===== config.mk =====
export PLATFORM = sky130hd
export DESIGN_NAME = lsbc_top
export DESIGN_NICKNAME = d
export VERILOG_FILES = /design/src/logic/lsbc_pkg.sv /design/src/logic/lsbc_top.sv
export VERILOG_INCLUDE_DIRS = /design/src /design/src/logic
export SDC_FILE = /design/constraint.sdc
export NUM_CORES = 1
export LEC_CHECK = 0
export ABC_CLOCK_PERIOD_IN_PS = 5370
export BUFFER_PORTS_ARGS = -buffer_cell sky130_fd_sc_hd__clkbuf_2
export CORE_UTILIZATION = 57
export CTS_BUF_LIST = sky130_fd_sc_hd__clkbuf_8
export CTS_CLUSTER_SIZE = 20
export DETAILED_ROUTE_END_ITERATION = 10
export PLACE_DENSITY = 0.8
export RECOVER_POWER = 25
export REMOVE_ABC_BUFFERS = 1
export SYNTH_ARGS = -nofsm -noshare
export SYNTH_HDL_FRONTEND = slang
export SYNTH_SLANG_ARGS = --single-unit

===== constraint.sdc =====
create_clock -name SYS_CLK -period 5.37 [get_ports SYS_CLK]
set_input_delay 0.537 -clock SYS_CLK [delete_from_list [all_inputs] [get_ports SYS_CLK]]
set_output_delay 0.537 -clock SYS_CLK [all_outputs]
set_load 0.02 [all_outputs]

===== src/logic/lsbc_cfg.svh =====
`ifndef LSBC_CFG_SVH
`define LSBC_CFG_SVH
`define LSBC_A_CTRL     32'h4000_1800
`define LSBC_A_FLAGS    32'h4000_1804
`define LSBC_A_DATA     32'h4000_1808
`define LSBC_A_MASK     32'h4000_180c
`define LSBC_A_DIVLO    32'h4000_1810
`define LSBC_A_DIVHI    32'h4000_1814
`define LSBC_C_ABORT    0
`define LSBC_C_OFF      1
`define LSBC_C_FAST     2
`define LSBC_C_IDLE     3
`define LSBC_F_HDR      0
`define LSBC_F_FULL     1
`define LSBC_F_VAC      2
`define LSBC_F_CLASH    3
`define LSBC_F_OVR      4
`define LSBC_F_WCL      5
`define LSBC_F_FORCE    6
`define LSBC_F_IDLE     7
`define LSBC_FLAGS_RST  8'h04
`define LSBC_RC_MASK    8'hf9
`define LSBC_DIVLO_RST  8'he7
`define LSBC_DIVHI_RST  7'h03
`define LSBC_CLK_HZ     125000000
`define LSBC_TICK0_HZ   (`LSBC_CLK_HZ / 2)
`define LSBC_RATE_MIN   1000
`define LSBC_RATE_SLOW  30000
`define LSBC_RATE_FAST  200000
`define LSBC_RATE_F3    100000
`define LSBC_BIT_MAX0   (`LSBC_TICK0_HZ / `LSBC_RATE_MIN)
`define LSBC_CEIL(a, b) (((a) + (b) - 1) / (b))
`define LSBC_BIT_SLOW0  `LSBC_CEIL(`LSBC_TICK0_HZ, `LSBC_RATE_SLOW)
`define LSBC_BIT_FAST0  `LSBC_CEIL(`LSBC_TICK0_HZ, `LSBC_RATE_FAST)
`define LSBC_BIT_F30    `LSBC_CEIL(`LSBC_TICK0_HZ, `LSBC_RATE_F3)
`define LSBC_BIT_TOP    32768
`define LSBC_IDLE_S     4
`define LSBC_IDLE_CYC   (`LSBC_IDLE_S * `LSBC_CLK_HZ + 1)
`define LSBC_FILT       2'd2
`define LSBC_BRK_BITS   11
`define LSBC_SYNC_SH    3
`define LSBC_SYNC_LAST  3'd4
`define LSBC_LAST_BIT   4'd9
`define LSBC_PRESC_F3   2'd3
`endif


===== src/logic/lsbc_pkg.sv =====
package lsbc_pkg;
    typedef enum logic [2:0] {
        RX_HUNT  = 3'b000,
        RX_BREAK = 3'b001,
        RX_SYNC  = 3'b010,
        RX_IDLE  = 3'b011,
        RX_DATA  = 3'b100
    } lsbc_rx_e;
    typedef enum logic {
        TX_IDLE  = 1'b0,
        TX_SHIFT = 1'b1
    } lsbc_tx_e;
    typedef struct packed {
        logic idle_on;
        logic fast;
        logic path_off;
    } lsbc_ctrl_s;
    typedef logic [7:0] lsbc_flags_t;
endpackage : lsbc_pkg


===== src/logic/lsbc_top.sv =====
// Decided for this implementation: the Wishbone interface to the registers.
`timescale 1ns/100ps
`include "lsbc_cfg.svh"
module lsbc_top #(
    parameter int unsigned IDLE_CYC = `LSBC_IDLE_CYC
) (
    // Clock and reset.
    input  wire logic        SYS_CLK,
    input  wire logic        RST_N,
    // Wishbone slave.
    input  wire logic [31:0] WB_ADR_I,
    input  wire logic [31:0] WB_DAT_I,
    input  wire logic [3:0]  WB_SEL_I,
    input  wire logic        WB_WE_I,
    input  wire logic        WB_CYC_I,
    input  wire logic        WB_STB_I,
    output logic      [31:0] WB_DAT_O,
    output logic             WB_ACK_O,
    // System prescale setting.
    input  wire logic [1:0]  LIN_PRESCALE,
    // Transceiver lines and interrupt.
    input  wire logic        LIN_RXD,
    output logic             LIN_TXD,
    output logic             LIN_IRQ
);
    // ==========================================================
    // Register bus
    logic                ack_q;
    logic [31:0]         dat_q;
    logic [31:0]         rdata;
    logic                req, wr, rd;
    lsbc_pkg::lsbc_ctrl_s ctrl_q;
    lsbc_pkg::lsbc_flags_t flags_q, flags_d, fset, fclr, mask_q;
    logic [7:0]          div_lo_q;
    logic [6:0]          div_hi_q;
    logic [14:0]         div;
    logic [7:0]          rxbuf_q, txbuf_q;
    logic                abort, wr_data, rd_data, rd_flags;
    logic                rx_synced_q, rx_busy_q;
    lsbc_pkg::lsbc_rx_e  rx_st_q;
    lsbc_pkg::lsbc_tx_e  tx_st_q;
    logic                tx_busy;

    assign req      = WB_CYC_I & WB_STB_I & ~ack_q;
    assign wr       = req & WB_WE_I & WB_SEL_I[0];
    assign rd       = req & ~WB_WE_I;
    assign abort    = wr & (WB_ADR_I == `LSBC_A_CTRL) & WB_DAT_I[`LSBC_C_ABORT];
    assign wr_data  = wr & (WB_ADR_I == `LSBC_A_DATA);
    assign rd_data  = rd & (WB_ADR_I == `LSBC_A_DATA);
    assign rd_flags = rd & (WB_ADR_I == `LSBC_A_FLAGS);
    assign div      = {div_hi_q, div_lo_q};
    assign tx_busy  = (tx_st_q == lsbc_pkg::TX_SHIFT);

    always_comb begin
        unique case (WB_ADR_I)
            `LSBC_A_CTRL:  rdata = 32'({tx_busy, rx_busy_q, rx_synced_q, ctrl_q, 1'b0});
            `LSBC_A_FLAGS: rdata = 32'(flags_q);
            `LSBC_A_DATA:  rdata = 32'(rxbuf_q);
            `LSBC_A_MASK:  rdata = 32'(mask_q);
            `LSBC_A_DIVLO: rdata = 32'(div_lo_q);
            `LSBC_A_DIVHI: rdata = 32'(div_hi_q);
            default:       rdata = 32'h0;
        endcase
    end

    always_ff @(posedge SYS_CLK or negedge RST_N) begin
        if (!RST_N) begin
            ack_q <= 1'b0;
            dat_q <= 32'h0;
        end else begin
            ack_q <= req;
            dat_q <= rd ? rdata : 32'h0;
        end
    end
    assign WB_ACK_O = ack_q;
    assign WB_DAT_O = dat_q;

    always_ff @(posedge SYS_CLK or negedge RST_N) begin
        if (!RST_N) begin
            ctrl_q <= '0;
            mask_q <= 8'h00;
        end else if (wr) begin
            if (WB_ADR_I == `LSBC_A_CTRL) begin
                ctrl_q <= {WB_DAT_I[`LSBC_C_IDLE], WB_DAT_I[`LSBC_C_FAST],
                           WB_DAT_I[`LSBC_C_OFF]};
            end
            if (WB_ADR_I == `LSBC_A_MASK) begin
                mask_q <= WB_DAT_I[7:0];
            end
        end
    end

    assign LIN_IRQ = |(flags_q & mask_q);

    // ==========================================================
    // Prescale tick, input synchroniser and filter
    logic [3:0] pre_q, pre_mask;
    logic       tick;
    logic [1:0] rxs_q;
    logic [1:0] filt_q;
    logic       rxf_q, rxp_q, fall, rise;

    assign pre_mask = (4'h2 << LIN_PRESCALE) - 4'h1;
    assign tick     = ((pre_q & pre_mask) == pre_mask);
    assign fall     = rxp_q & ~rxf_q;
    assign rise     = ~rxp_q & rxf_q;

    always_ff @(posedge SYS_CLK or negedge RST_N) begin
        if (!RST_N) begin
            pre_q <= 4'h0;
            rxs_q <= 2'b11;
        end else begin
            pre_q <= tick ? 4'h0 : pre_q + 4'h1;
            rxs_q <= {rxs_q[0], LIN_RXD};
        end
    end

    // Filtered line follows the pin only after it held for several ticks.
    always_ff @(posedge SYS_CLK or negedge RST_N) begin
        if (!RST_N) begin
            filt_q <= 2'd0;
            rxf_q  <= 1'b1;
            rxp_q  <= 1'b1;
        end else begin
            rxp_q <= rxf_q;
            if (ctrl_q.path_off) begin
                filt_q <= 2'd0;
                rxf_q  <= 1'b1;
                rxp_q  <= 1'b1;
            end else if (tick) begin
                if (rxs_q[1] == rxf_q) begin
                    filt_q <= 2'd0;
                end else if (filt_q == `LSBC_FILT) begin
                    filt_q <= 2'd0;
                    rxf_q  <= rxs_q[1];
                end else begin
                    filt_q <= filt_q + 2'd1;
                end
            end
        end
    end

    // ==========================================================
    // Break and sync detection, receiver
    logic [19:0] brk_q, len_q, t8_q;
    logic [2:0]  edges_q;
    logic [3:0]  rbit_q;
    logic [14:0] rcnt_q;
    logic [7:0]  rsh_q;
    logic [16:0] bitlen, bmin, bmax;
    logic [23:0] brk_x8, t8_x11;
    logic        det_ok, det, byte_done, tx_start;

    assign bitlen = t8_q[19:`LSBC_SYNC_SH];
    assign bmin   = !ctrl_q.fast ? 17'(`LSBC_BIT_SLOW0 >> LIN_PRESCALE) :
                    (LIN_PRESCALE == `LSBC_PRESC_F3) ? 17'(`LSBC_BIT_F30 >> LIN_PRESCALE) :
                    17'(`LSBC_BIT_FAST0 >> LIN_PRESCALE);
    assign bmax   = 17'(`LSBC_BIT_MAX0 >> LIN_PRESCALE);
    assign brk_x8 = {1'b0, len_q, 3'b000};
    assign t8_x11 = 24'(t8_q) * 24'(`LSBC_BRK_BITS);
    assign det_ok = (brk_x8 >= t8_x11) & (bitlen >= bmin) & (bitlen <= bmax)
                  & (bitlen <= 17'(`LSBC_BIT_TOP));
    assign det    = (rx_st_q == lsbc_pkg::RX_SYNC) & fall
                  & (edges_q == `LSBC_SYNC_LAST) & det_ok
                  & ~ctrl_q.path_off & ~abort;
    assign byte_done = (rx_st_q == lsbc_pkg::RX_DATA) & tick & (rcnt_q == 15'h0)
                     & (rbit_q == `LSBC_LAST_BIT) & rxf_q;

    always_ff @(posedge SYS_CLK or negedge RST_N) begin
        if (!RST_N) begin
            brk_q <= 20'h0;
        end else if (fall) begin
            brk_q <= 20'h0;
        end else if (tick & ~rxf_q & ~&brk_q) begin
            brk_q <= brk_q + 20'h1;
        end
    end

    always_ff @(posedge SYS_CLK or negedge RST_N) begin
        if (!RST_N) begin
            rx_st_q     <= lsbc_pkg::RX_HUNT;
            rx_synced_q <= 1'b0;
            rx_busy_q   <= 1'b0;
            len_q       <= 20'h0;
            t8_q        <= 20'h0;
            edges_q     <= 3'd0;
            rbit_q      <= 4'd0;
            rcnt_q      <= 15'h0;
            rsh_q       <= 8'h00;
        end else if (ctrl_q.path_off | abort | tx_start) begin
            rx_st_q     <= lsbc_pkg::RX_HUNT;
            rx_synced_q <= 1'b0;
            rx_busy_q   <= 1'b0;
        end else begin
            unique case (rx_st_q)
                lsbc_pkg::RX_HUNT: begin
                    if (fall) begin
                        rx_st_q <= lsbc_pkg::RX_BREAK;
                    end
                end
                lsbc_pkg::RX_BREAK: begin
                    if (rise) begin
                        rx_st_q <= lsbc_pkg::RX_SYNC;
                        len_q   <= brk_q;
                        t8_q    <= 20'h0;
                        edges_q <= 3'd0;
                    end
                end
                lsbc_pkg::RX_SYNC: begin
                    if (fall) begin
                        edges_q <= edges_q + 3'd1;
                        if (edges_q == 3'd0) begin
                            t8_q <= 20'h0;
                        end
                        if (edges_q == `LSBC_SYNC_LAST) begin
                            rx_st_q <= det ? lsbc_pkg::RX_IDLE : lsbc_pkg::RX_BREAK;
                            if (det) begin
                                rx_synced_q <= 1'b1;
                                rx_busy_q   <= 1'b0;
                            end
                        end
                    end else if (tick) begin
                        if (&t8_q) begin
                            rx_st_q <= lsbc_pkg::RX_HUNT;
                        end else begin
                            t8_q <= t8_q + 20'h1;
                        end
                    end
                end
                lsbc_pkg::RX_IDLE: begin
                    if (fall) begin
                        rx_st_q   <= lsbc_pkg::RX_DATA;
                        rx_busy_q <= 1'b1;
                        rbit_q    <= 4'd0;
                        rcnt_q    <= div >> 1;
                    end
                end
                lsbc_pkg::RX_DATA: begin
                    if (tick) begin
                        if (rcnt_q != 15'h0) begin
                            rcnt_q <= rcnt_q - 15'h1;
                        end else begin
                            rcnt_q <= div;
                            rbit_q <= rbit_q + 4'd1;
                            if (rbit_q == `LSBC_LAST_BIT) begin
                                rx_busy_q <= 1'b0;
                                rx_st_q <= rxf_q ? lsbc_pkg::RX_IDLE : lsbc_pkg::RX_BREAK;
                            end else if (rbit_q == 4'd0) begin
                                if (rxf_q) begin
                                    rx_busy_q <= 1'b0;
                                    rx_st_q   <= lsbc_pkg::RX_IDLE;
                                end
                            end else begin
                                rsh_q <= {rxf_q, rsh_q[7:1]};
                            end
                        end
                    end
                end
                default: rx_st_q <= lsbc_pkg::RX_HUNT;
            endcase
        end
    end

    // Detector owns the divisor; software may program it for debug.
    always_ff @(posedge SYS_CLK or negedge RST_N) begin
        if (!RST_N) begin
            div_lo_q <= `LSBC_DIVLO_RST;
            div_hi_q <= `LSBC_DIVHI_RST;
        end else if (det) begin
            {div_hi_q, div_lo_q} <= 15'(bitlen - 17'h1);
        end else if (wr & (WB_ADR_I == `LSBC_A_DIVLO)) begin
            div_lo_q <= WB_DAT_I[7:0];
        end else if (wr & (WB_ADR_I == `LSBC_A_DIVHI)) begin
            div_hi_q <= WB_DAT_I[6:0];
        end
    end

    always_ff @(posedge SYS_CLK or negedge RST_N) begin
        if (!RST_N) begin
            rxbuf_q <= 8'h00;
        end else if (byte_done & ~flags_q[`LSBC_F_FULL]) begin
            rxbuf_q <= rsh_q;
        end
    end

    // ==========================================================
    // Transmitter
    logic [9:0]  tsh_q;
    logic [3:0]  tbit_q;
    logic [14:0] tcnt_q;
    logic        txd_q, mid, t_clash, t_force, t_end, t_reload;

    assign tx_start = (tx_st_q == lsbc_pkg::TX_IDLE) & ~flags_q[`LSBC_F_VAC];
    assign mid      = tx_busy & tick & (tcnt_q == (div >> 1));
    assign t_clash  = mid & txd_q & ~rxf_q;
    assign t_force  = mid & ~txd_q & rxf_q;
    assign t_end    = tx_busy & tick & (tcnt_q == 15'h0) & (tbit_q == `LSBC_LAST_BIT);
    assign t_reload = t_end & ~flags_q[`LSBC_F_VAC] & ~det;

    always_ff @(posedge SYS_CLK or negedge RST_N) begin
        if (!RST_N) begin
            tx_st_q <= lsbc_pkg::TX_IDLE;
            tsh_q   <= 10'h3ff;
            tbit_q  <= 4'd0;
            tcnt_q  <= 15'h0;
            txd_q   <= 1'b1;
        end else if (tx_start | t_reload) begin
            tx_st_q <= lsbc_pkg::TX_SHIFT;
            tsh_q   <= {1'b1, txbuf_q, 1'b0};
            tbit_q  <= 4'd0;
            tcnt_q  <= div;
            txd_q   <= 1'b0;
        end else if (tx_busy & (det | t_clash | t_force | t_end)) begin
            tx_st_q <= lsbc_pkg::TX_IDLE;
            txd_q   <= 1'b1;
        end else if (tx_busy & tick) begin
            if (tcnt_q != 15'h0) begin
                tcnt_q <= tcnt_q - 15'h1;
            end else begin
                tcnt_q <= div;
                tbit_q <= tbit_q + 4'd1;
                tsh_q  <= {1'b1, tsh_q[9:1]};
                txd_q  <= tsh_q[1];
            end
        end
    end
    assign LIN_TXD = txd_q;

    always_ff @(posedge SYS_CLK or negedge RST_N) begin
        if (!RST_N) begin
            txbuf_q <= 8'h00;
        end else if (wr_data & flags_q[`LSBC_F_VAC]) begin
            txbuf_q <= WB_DAT_I[7:0];
        end
    end

    // ==========================================================
    // Idle timer and status flags
    logic [31:0] idle_q;
    logic        idle_hit;

    assign idle_hit = ctrl_q.idle_on & ~(fall | rise) & (idle_q == IDLE_CYC - 1);

    always_ff @(posedge SYS_CLK or negedge RST_N) begin
        if (!RST_N) begin
            idle_q <= 32'h0;
        end else if (~ctrl_q.idle_on | fall | rise) begin
            idle_q <= 32'h0;
        end else if (idle_q != IDLE_CYC) begin
            idle_q <= idle_q + 32'h1;
        end
    end

    always_comb begin
        fset = '0;
        fset[`LSBC_F_HDR]   = det;
        fset[`LSBC_F_FULL]  = byte_done & ~flags_q[`LSBC_F_FULL];
        fset[`LSBC_F_VAC]   = tx_start | t_reload;
        fset[`LSBC_F_CLASH] = t_clash;
        fset[`LSBC_F_OVR]   = byte_done & flags_q[`LSBC_F_FULL];
        fset[`LSBC_F_WCL]   = wr_data & ~flags_q[`LSBC_F_VAC];
        fset[`LSBC_F_FORCE] = t_force;
        fset[`LSBC_F_IDLE]  = idle_hit;
        fclr = rd_flags ? (flags_q & `LSBC_RC_MASK) : '0;
        fclr[`LSBC_F_FULL] = rd_data;
        fclr[`LSBC_F_VAC]  = wr_data & flags_q[`LSBC_F_VAC];
        flags_d = (flags_q & ~fclr) | fset;
    end

    always_ff @(posedge SYS_CLK or negedge RST_N) begin
        if (!RST_N) begin
            flags_q <= `LSBC_FLAGS_RST;
        end else begin
            flags_q <= flags_d;
        end
    end

    // ==========================================================
    // Assertions
    AST_ABORT: assert property (@(posedge SYS_CLK) disable iff (!RST_N)
        abort |=> !rx_synced_q && !rx_busy_q && rx_st_q == lsbc_pkg::RX_HUNT)
        else $error("abort left receiver active");
    AST_PATH_OFF: assert property (@(posedge SYS_CLK) disable iff (!RST_N)
        ctrl_q.path_off [*2] |-> rxf_q && rx_st_q == lsbc_pkg::RX_HUNT)
        else $error("receive path active while off");
    AST_IDLE_OFF: assert property (@(posedge SYS_CLK) disable iff (!RST_N)
        !ctrl_q.idle_on |=> idle_q == 32'h0 && !idle_hit)
        else $error("idle timer ran while disabled");
    AST_SYNC_SET: assert property (@(posedge SYS_CLK) disable iff (!RST_N)
        det && !tx_start |=> rx_synced_q && flags_q[`LSBC_F_HDR])
        else $error("header detection not reported");
    AST_STOP_CLR: assert property (@(posedge SYS_CLK) disable iff (!RST_N)
        byte_done |=> !rx_busy_q)
        else $error("frame busy kept after stop bit");
    AST_TX_END: assert property (@(posedge SYS_CLK) disable iff (!RST_N)
        t_clash || t_force |=> !tx_busy && LIN_TXD)
        else $error("transmitter kept driving after fault");
    AST_DIV_LOAD: assert property (@(posedge SYS_CLK) disable iff (!RST_N)
        det |=> div == $past(bitlen[14:0]) - 15'h1)
        else $error("divisor not loaded from measurement");
    AST_OVERRUN: assert property (@(posedge SYS_CLK) disable iff (!RST_N)
        byte_done && flags_q[`LSBC_F_FULL] |=> flags_q[`LSBC_F_OVR] && $stable(rxbuf_q))
        else $error("overrun not handled");
    AST_WCLASH: assert property (@(posedge SYS_CLK) disable iff (!RST_N)
        wr_data && !flags_q[`LSBC_F_VAC] |=> flags_q[`LSBC_F_WCL] && $stable(txbuf_q))
        else $error("write into full buffer not rejected");
    AST_RD_CLR: assert property (@(posedge SYS_CLK) disable iff (!RST_N)
        rd_flags && !fset[`LSBC_F_CLASH] |=> !flags_q[`LSBC_F_CLASH])
        else $error("status read did not clear flag");
    COV_SYNC: cover property (@(posedge SYS_CLK) disable iff (!RST_N) det);
    COV_BYTE: cover property (@(posedge SYS_CLK) disable iff (!RST_N) byte_done);
    COV_TXEND: cover property (@(posedge SYS_CLK) disable iff (!RST_N) t_end && !t_reload);
    COV_CLASH: cover property (@(posedge SYS_CLK) disable iff (!RST_N) t_clash);
endmodule : lsbc_top


# == Word-level counts from Yosys, hierarchy flattened ==
# Cells that the tools add are included.
# Widths: inputs -> output; s select.
# totals
register_bits,251
in_bits,76
output_inout_bits,35
elab_cells,311
# classes
addsub,12
mul,1
n_lt_le_gt_ge,4
n_eq_ne,46
shift,5
muxes,91
bitwise_logic,77
reduce_logical,43
# op_table
op,count
$eq 32x31->1 const B,6
$mux 20,7
$mux 15,7
$mux 32,3
$pmux 8 s6,1
$and 1x1->1,46
$mux 3,15
$sub 15x1->15 const B,3
$add 20x1->20 const B,2
$mux 10,4
$pmux 20 s2,1
$reduce_and 20->1,2
$mux 17,2
$add 32x1->32 const B,1
$eq 32x29->1 const B,1
$mux 4,8
$ne 32x29->1 const B,1
$logic_not 15->1,2
$pmux 15 s2,1
$reduce_bool 15->1,2
$reduce_bool 2->1,14
$mux 1,26
$ge 23x24->1,1
$mul 20x4->24 const B,1
53 further kinds,122

# == Logic depth before layout (Yosys ltp) ==
# depth
depth_word,16
ltp_mapped,25
depth_no_buf,23

# == Worst setup path after synthesis ==
# No wires, ideal clock.
# synth_timing
kind,register to register
startpoint,register t8_q[3]
endpoint,register tcnt_q[0]
setup_time_ps,87
arrival_time_ps,5797
t_required_ps,5283
path_slack_ps,-513
stages_incl_launch_ff,24
n_path_buf,1
period_less_slack_ps,5883
cell_sequence,dfrtp_1 ha_1 fa_1 ha_1 nor2b_1 o21a_1 o21ai_0 a2111oi_0 o21a_1 or2_2 a2111oi_0 nor3_1 xnor2_1 ha_1 a21oi_1 nor2b_1 a311oi_1 o211ai_1 a221oi_2 nor4_2 o41a_2 buf_6 or3_1 o211ai_1
# synth_between
elab_chain_cells,14
elab_cells_between_ends,22
classes_between,mul: 1; order compare: 4; eq/ne: 1; mux: 1; bitwise: 13; reduce/logical: 2
# synth_lines
element,line,text
from (decl),lsbc_top.sv:145,"logic [19:0] brk_q, len_q, t8_q;"
from (signal assigned),lsbc_top.sv:226,t8_q <= t8_q + 20'h1;
$mul 20x4->24,lsbc_top.sv:160,assign t8_x11 = 24'(t8_q) * 24'(`LSBC_BRK_BITS);
$ge 23x24->1,lsbc_top.sv:161,assign det_ok = (brk_x8 >= t8_x11) & (bitlen >= bmin) & (bitlen <= bmax)
$and 1x1->1 (2 in a row),lsbc_top.sv:161,
$and 1x1->1 (*),lsbc_top.sv:161,
$and 1x1->1 (*) (3 in a row),lsbc_top.sv:163,assign det = (rx_st_q == lsbc_pkg::RX_SYNC) & fall
$or 1x1->1 (3 in a row),lsbc_top.sv:313,end else if (tx_busy & (det | t_clash | t_force | t_end)) begin
$and 1x1->1,lsbc_top.sv:313,
$ne 2x2->1 (no line),--,
$reduce_and 2->1 (no line),--,
to (signal assigned),lsbc_top.sv:311,tcnt_q <= div;
to (signal assigned),lsbc_top.sv:318,tcnt_q <= tcnt_q - 15'h1;
to (signal assigned),lsbc_top.sv:320,tcnt_q <= div;
to (decl),lsbc_top.sv:290,logic [14:0] tcnt_q;
# Every way passes the cells marked *; elsewhere a longest branch is shown, timed or not.
# A chain may end at the register's enable or synchronous reset.

# == Final worst setup path ==
# layout_timing
startpoint,register t8_q[1]
endpoint,register tcnt_q[0]
# layout_between
elab_chain_cells,14
elab_cells_between_ends,19
classes_between,mul: 1; order compare: 1; eq/ne: 1; mux: 1; bitwise: 13; reduce/logical: 2
# layout_lines
element,line
$mul 20x4->24 (*),lsbc_top.sv:160
$ge 23x24->1 (*),lsbc_top.sv:161
$and 1x1->1 (*) (3 in a row),lsbc_top.sv:161
$and 1x1->1 (*) (3 in a row),lsbc_top.sv:163
$or 1x1->1 (3 in a row),lsbc_top.sv:313
$and 1x1->1,lsbc_top.sv:313
$ne 2x2->1 (no line),--
$reduce_and 2->1 (no line),--
# Marked as above.

==> impl_metrics.json <==
{
  "status": "complete, but fails checks",
  "failed_checks": "design-rule violations, max-capacitance violations, max-slew violations, negative setup slack",
  "clk_pin_slew_worst_paths_ps": 70,
  "total_buffers_and_inverters_traversed_by_the_critical_path": 1,
  "synth_enable_flop_cells": 0,
  "detail_route.first_pass.iterations": 9,
  "ys_ff_latch": 225,
  "final.hold.worst_slack_ps": 97.5,
  "synth-seq-area-share": 0.372,
  "drive_above_1_share": 0.223,
  "cap_violations": 1,
  "routed-via-count": 13000,
  "tightestPinTransition_ps": 2850,
  "ios": 111,
  "cts.sinks": 225,
  "syn-cell-area_mm2": 0.0152,
  "worst-path-max-fanout": 5,
  "postRouteWirelength_um": 39300,
  "timing.final.hold_violations": 0,
  "cts.path.max_buffers": 3,
  "dp.final_hpwl_um": 27100,
  "die_y_um": 165,
  "final.setup_skew_ps": 27.6,
  "worst_hold_startpoint": "LIN_RXD",
  "grt_start_max_net_pins": 111,
  "post_drt_wl_per_cell_um": 18.4,
  "fmax_mhz": 180,
  "holdCritPathClass": "input port to flop",
  "flip_flop_and_latch_area_mm2": 0.00566,
  "ys.warnings.count": 0,
  "finalSetupViolCount": 29,
  "irDropWorstVdd_v": 0.000274,
  "multi_input_comb_area_mm2": 0.00923,
  "clk_root_buffer_cell": "sky130_fd_sc_hd__clkbuf_8",
  "grtUsageTotal": 0.277,
  "cpLargestDelayFamily": "compound AO/OA/AOI/OAI gates",
  "area_contributors_post_synth": "sky130_fd_sc_hd__dfrtp_1 33%, sky130_fd_sc_hd__ha_1 9.4%, sky130_fd_sc_hd__mux2_2 4.7%, sky130_fd_sc_hd__dfstp_2 3.8%, sky130_fd_sc_hd__nor2_1 3.7%",
  "finalNetCount": 1978,
  "rel_slew_slack": -0.903,
  "synth_top_area_cell": "sky130_fd_sc_hd__dfrtp_1",
  "synthDistinctLibCells": 87,
  "core-area_mm2": 0.0261,
  "antenna_left": 0,
  "cts_max_level": 2,
  "non_filler_instance_count_after_layout": 2135,
  "route.top_layer_used": "met4",
  "number_of_antenna_violations_at_the_first_check_in_global_routing": 0,
  "fillCellCount": 1915,
  "cts_tree": "built",
  "drt-vias-per-instance": 6.07,
  "setup.worst_path.start": "t8_q[1]",
  "timing.critical_path.cells": "ha_1 -> fa_1 -> ha_4 -> nor2b_4 -> o21a_1 -> o21ai_2 -> a2111oi_4 -> o21a_1 -> or2_4 -> a2111oi_4 -> nor3_2 -> xnor2_1 -> ha_1 -> a21oi_2 -> nor2b_2 -> a311oi_2 -> o211ai_1 -> a221oi_2 -> buf_4 -> nor4_4 -> o41a_4 -> or3_1 -> o211ai_1",
  "initial_util": 0.582,
  "grt_pass1_wl_um": 60600,
  "layout_min_cycle_time_ps": 5570,
  "gp_routability_congestion": 0.947,
  "clock_insertion_delay_worst_skew_ps": 550,
  "syn_inst": 1625,
  "synth_area_per_cell_um2": 9.37,
  "netlist.area_leader.share": 0.334,
  "power_per_cell_area_mw_per_mm2": 334,
  "critical_path.endpoint_type": "flop",
  "number_of_global_route_vias_before_repair": 12400,
  "routed-wl-met2_um": 19100,
  "finalCritPeriodShare": 1.04,
  "total_of_hold_buffers_inserted_after_clock_tree_synthesis": 0,
  "area_growth_syn_to_layout_pct": 16.9,
  "async_set_or_reset_flop_fraction_in_the_synthesized_netlist": 1.00,
  "post_detailed_route_drc_marker_count": 26,
  "met3RoutedLength_um": 2410,
  "io_buf_count": 59,
  "cts_inserted_buffers": 38,
  "crit_path_top_delay_cell": "sky130_fd_sc_hd__fa_1",
  "grt-ovfl-total": 0,
  "met1Wirelength_um": 16200,
  "rr_startpoint": "t8_q[1]",
  "design.die.area_mm2": 0.0274,
  "slowest_delay_ps": 560,
  "start_kind": "flop",
  "report.final.slew_viol_count": 111,
  "place.detailed.instances": 2044,
  "ys.flop_type": "sky130_fd_sc_hd__dfrtp_1",
  "power.leakage_nw": 8.19,
  "post-route-worst-setup-slack_ps": -199,
  "die_w_um": 165,
  "worst_setup_path_class": "flop to flop",
  "core.rowCount": 59,
  "grt_setup_unrepaired": "true",
  "required_worst_endpoint_ps": 5830,
  "initialDrtViolationCount": 1103,
  "antenna-diode-count": 0,
  "worstPathArrival_ps": 6030
}
[worst paths after layout]
kind / end / slack, ps / cells past startpoint
max in group asynchronous: t8_q[10] / 2500 / 2
hold / removal: rxs_q[0] / 100 / 1
min in group asynchronous: rcnt_q[7] / 850 / 1
setup reg to reg: tcnt_q[0] / -200 / 23
setup / recovery: tcnt_q[0] / -200 / 23
hold reg to reg: rxs_q[1] / 360 / 0
[cell usage after synthesis (14+ instances only)]
cell	count
sky130_fd_sc_hd__buf_4	24
sky130_fd_sc_hd__ha_1	114
sky130_fd_sc_hd__or3_1	16
sky130_fd_sc_hd__xnor2_1	63
sky130_fd_sc_hd__xor2_1	43
sky130_fd_sc_hd__dfstp_2	22
sky130_fd_sc_hd__a21o_1	22
sky130_fd_sc_hd__nand3_1	49
sky130_fd_sc_hd__nor4_1	19
sky130_fd_sc_hd__and3_1	17
sky130_fd_sc_hd__dfrtp_1	203
sky130_fd_sc_hd__mux2_2	63
sky130_fd_sc_hd__nor3_1	37
sky130_fd_sc_hd__mux2i_1	23
sky130_fd_sc_hd__clkbuf_1	40
sky130_fd_sc_hd__nor2_1	150
sky130_fd_sc_hd__inv_1	123
sky130_fd_sc_hd__a21oi_1	74
sky130_fd_sc_hd__nor2b_1	14
sky130_fd_sc_hd__o21ai_0	106
sky130_fd_sc_hd__a211oi_1	22
sky130_fd_sc_hd__nand4_1	34
sky130_fd_sc_hd__nand2_1	112
sky130_fd_sc_hd__fa_1	17
[sequential cells by signal (all words and copies together) (netlist names), 15 cells and up]
register,cells
idle_q,32
brk_q,20
len_q,20
t8_q,20
rcnt_q,15
tcnt_q,15
[per-stage QoR]
stage	setup TNS [ps]	utilization	area, um2	setup WS, ps	power, mW
after floorplan	-31620	-	14900	-1030	3.45
after global placement	-10120	0.622	16300	-406	4.02
after detailed placement	-13320	0.622	16300	-542	4.10
after CTS	-1670	0.660	17200	-107	5.79
after global routing	-10500	0.681	17800	-383	6.28
final	-3860	0.681	17800	-199	5.95
[logic make-up (layout without fill, tap and decap cells)]
group                    after synthesis  in the layout  share of synthesized area
AO/OA/AOI/OAI                        338            338                      0.146
XOR/XNOR                             106            106                     0.0610
adder cells (fa/ha/maj)              131            131                      0.116
buffers and inverters                200            352                     0.0576
flip-flops                           225            225                      0.372
multiplexers                          90             90                     0.0677
other                                  1             24                   0.000246
AND/OR/NAND/NOR                      534            534                      0.180
[layout make-up]
type,instances,share of cell area
timing repair buffer,159,0.0677
sequential,225,0.318
clock buffer,50,0.0387
clock inverter,19,0.00654
tap,335,0.0236
inverter,124,0.0262
multi-input combinational,1223,0.519
[metal layers]
metal	track usage	vias up
li1	-	6033
met1	0.352	6310
met2	0.467	515
met3	0.0440	110
met4	0.121	0
met5	0	-
[placed cells by master (no fill, tap or decap), types with 11 or more instances in the layout]
cell                         n
sky130_fd_sc_hd__o21ai_1    18
sky130_fd_sc_hd__nand2_1   112
sky130_fd_sc_hd__nor2b_1    12
sky130_fd_sc_hd__nand4_1    34
sky130_fd_sc_hd__xor2_1     43
sky130_fd_sc_hd__dfrtp_1   201
sky130_fd_sc_hd__mux2i_1    23
sky130_fd_sc_hd__xnor2_1    62
sky130_fd_sc_hd__and3_1     17
sky130_fd_sc_hd__fa_1       17
sky130_fd_sc_hd__a22oi_1    11
sky130_fd_sc_hd__a21o_1     22
sky130_fd_sc_hd__nor2_1    148
sky130_fd_sc_hd__clkbuf_2   59
sky130_fd_sc_hd__a211oi_1   19
sky130_fd_sc_hd__a221o_1    13
sky130_fd_sc_hd__nor3_1     31
sky130_fd_sc_hd__inv_1     132
sky130_fd_sc_hd__buf_4      86
sky130_fd_sc_hd__a21oi_1    65
sky130_fd_sc_hd__o21ai_0    77
sky130_fd_sc_hd__dfstp_2    22
sky130_fd_sc_hd__nor4_1     18
sky130_fd_sc_hd__ha_1      108
sky130_fd_sc_hd__conb_1     24
sky130_fd_sc_hd__or3_1      16
sky130_fd_sc_hd__nand3_1    48
sky130_fd_sc_hd__nand2b_1   13
sky130_fd_sc_hd__o21ai_2    12
sky130_fd_sc_hd__mux2_2     62
sky130_fd_sc_hd__clkbuf_8   50
[power by group]
part           total, mW  switching [mW]  internal [mW]  leakage, nW
Clock               1.60           0.714          0.888        0.458
Sequential          2.10           0.229           1.87         3.00
Combinational       2.25            1.32          0.928         4.74
[timing repair]
| action | in CTS | in global routing |
|---|---|---|
| gates cloned | 1 | 3 |
| setup endpoints to repair | 43 | 47 |
| buffers inserted | 6 | 13 |
| pin swaps | 13 | 39 |
| resized for setup | 29 | 89 |
Note: power is estimated with default switching activity, not from simulation.
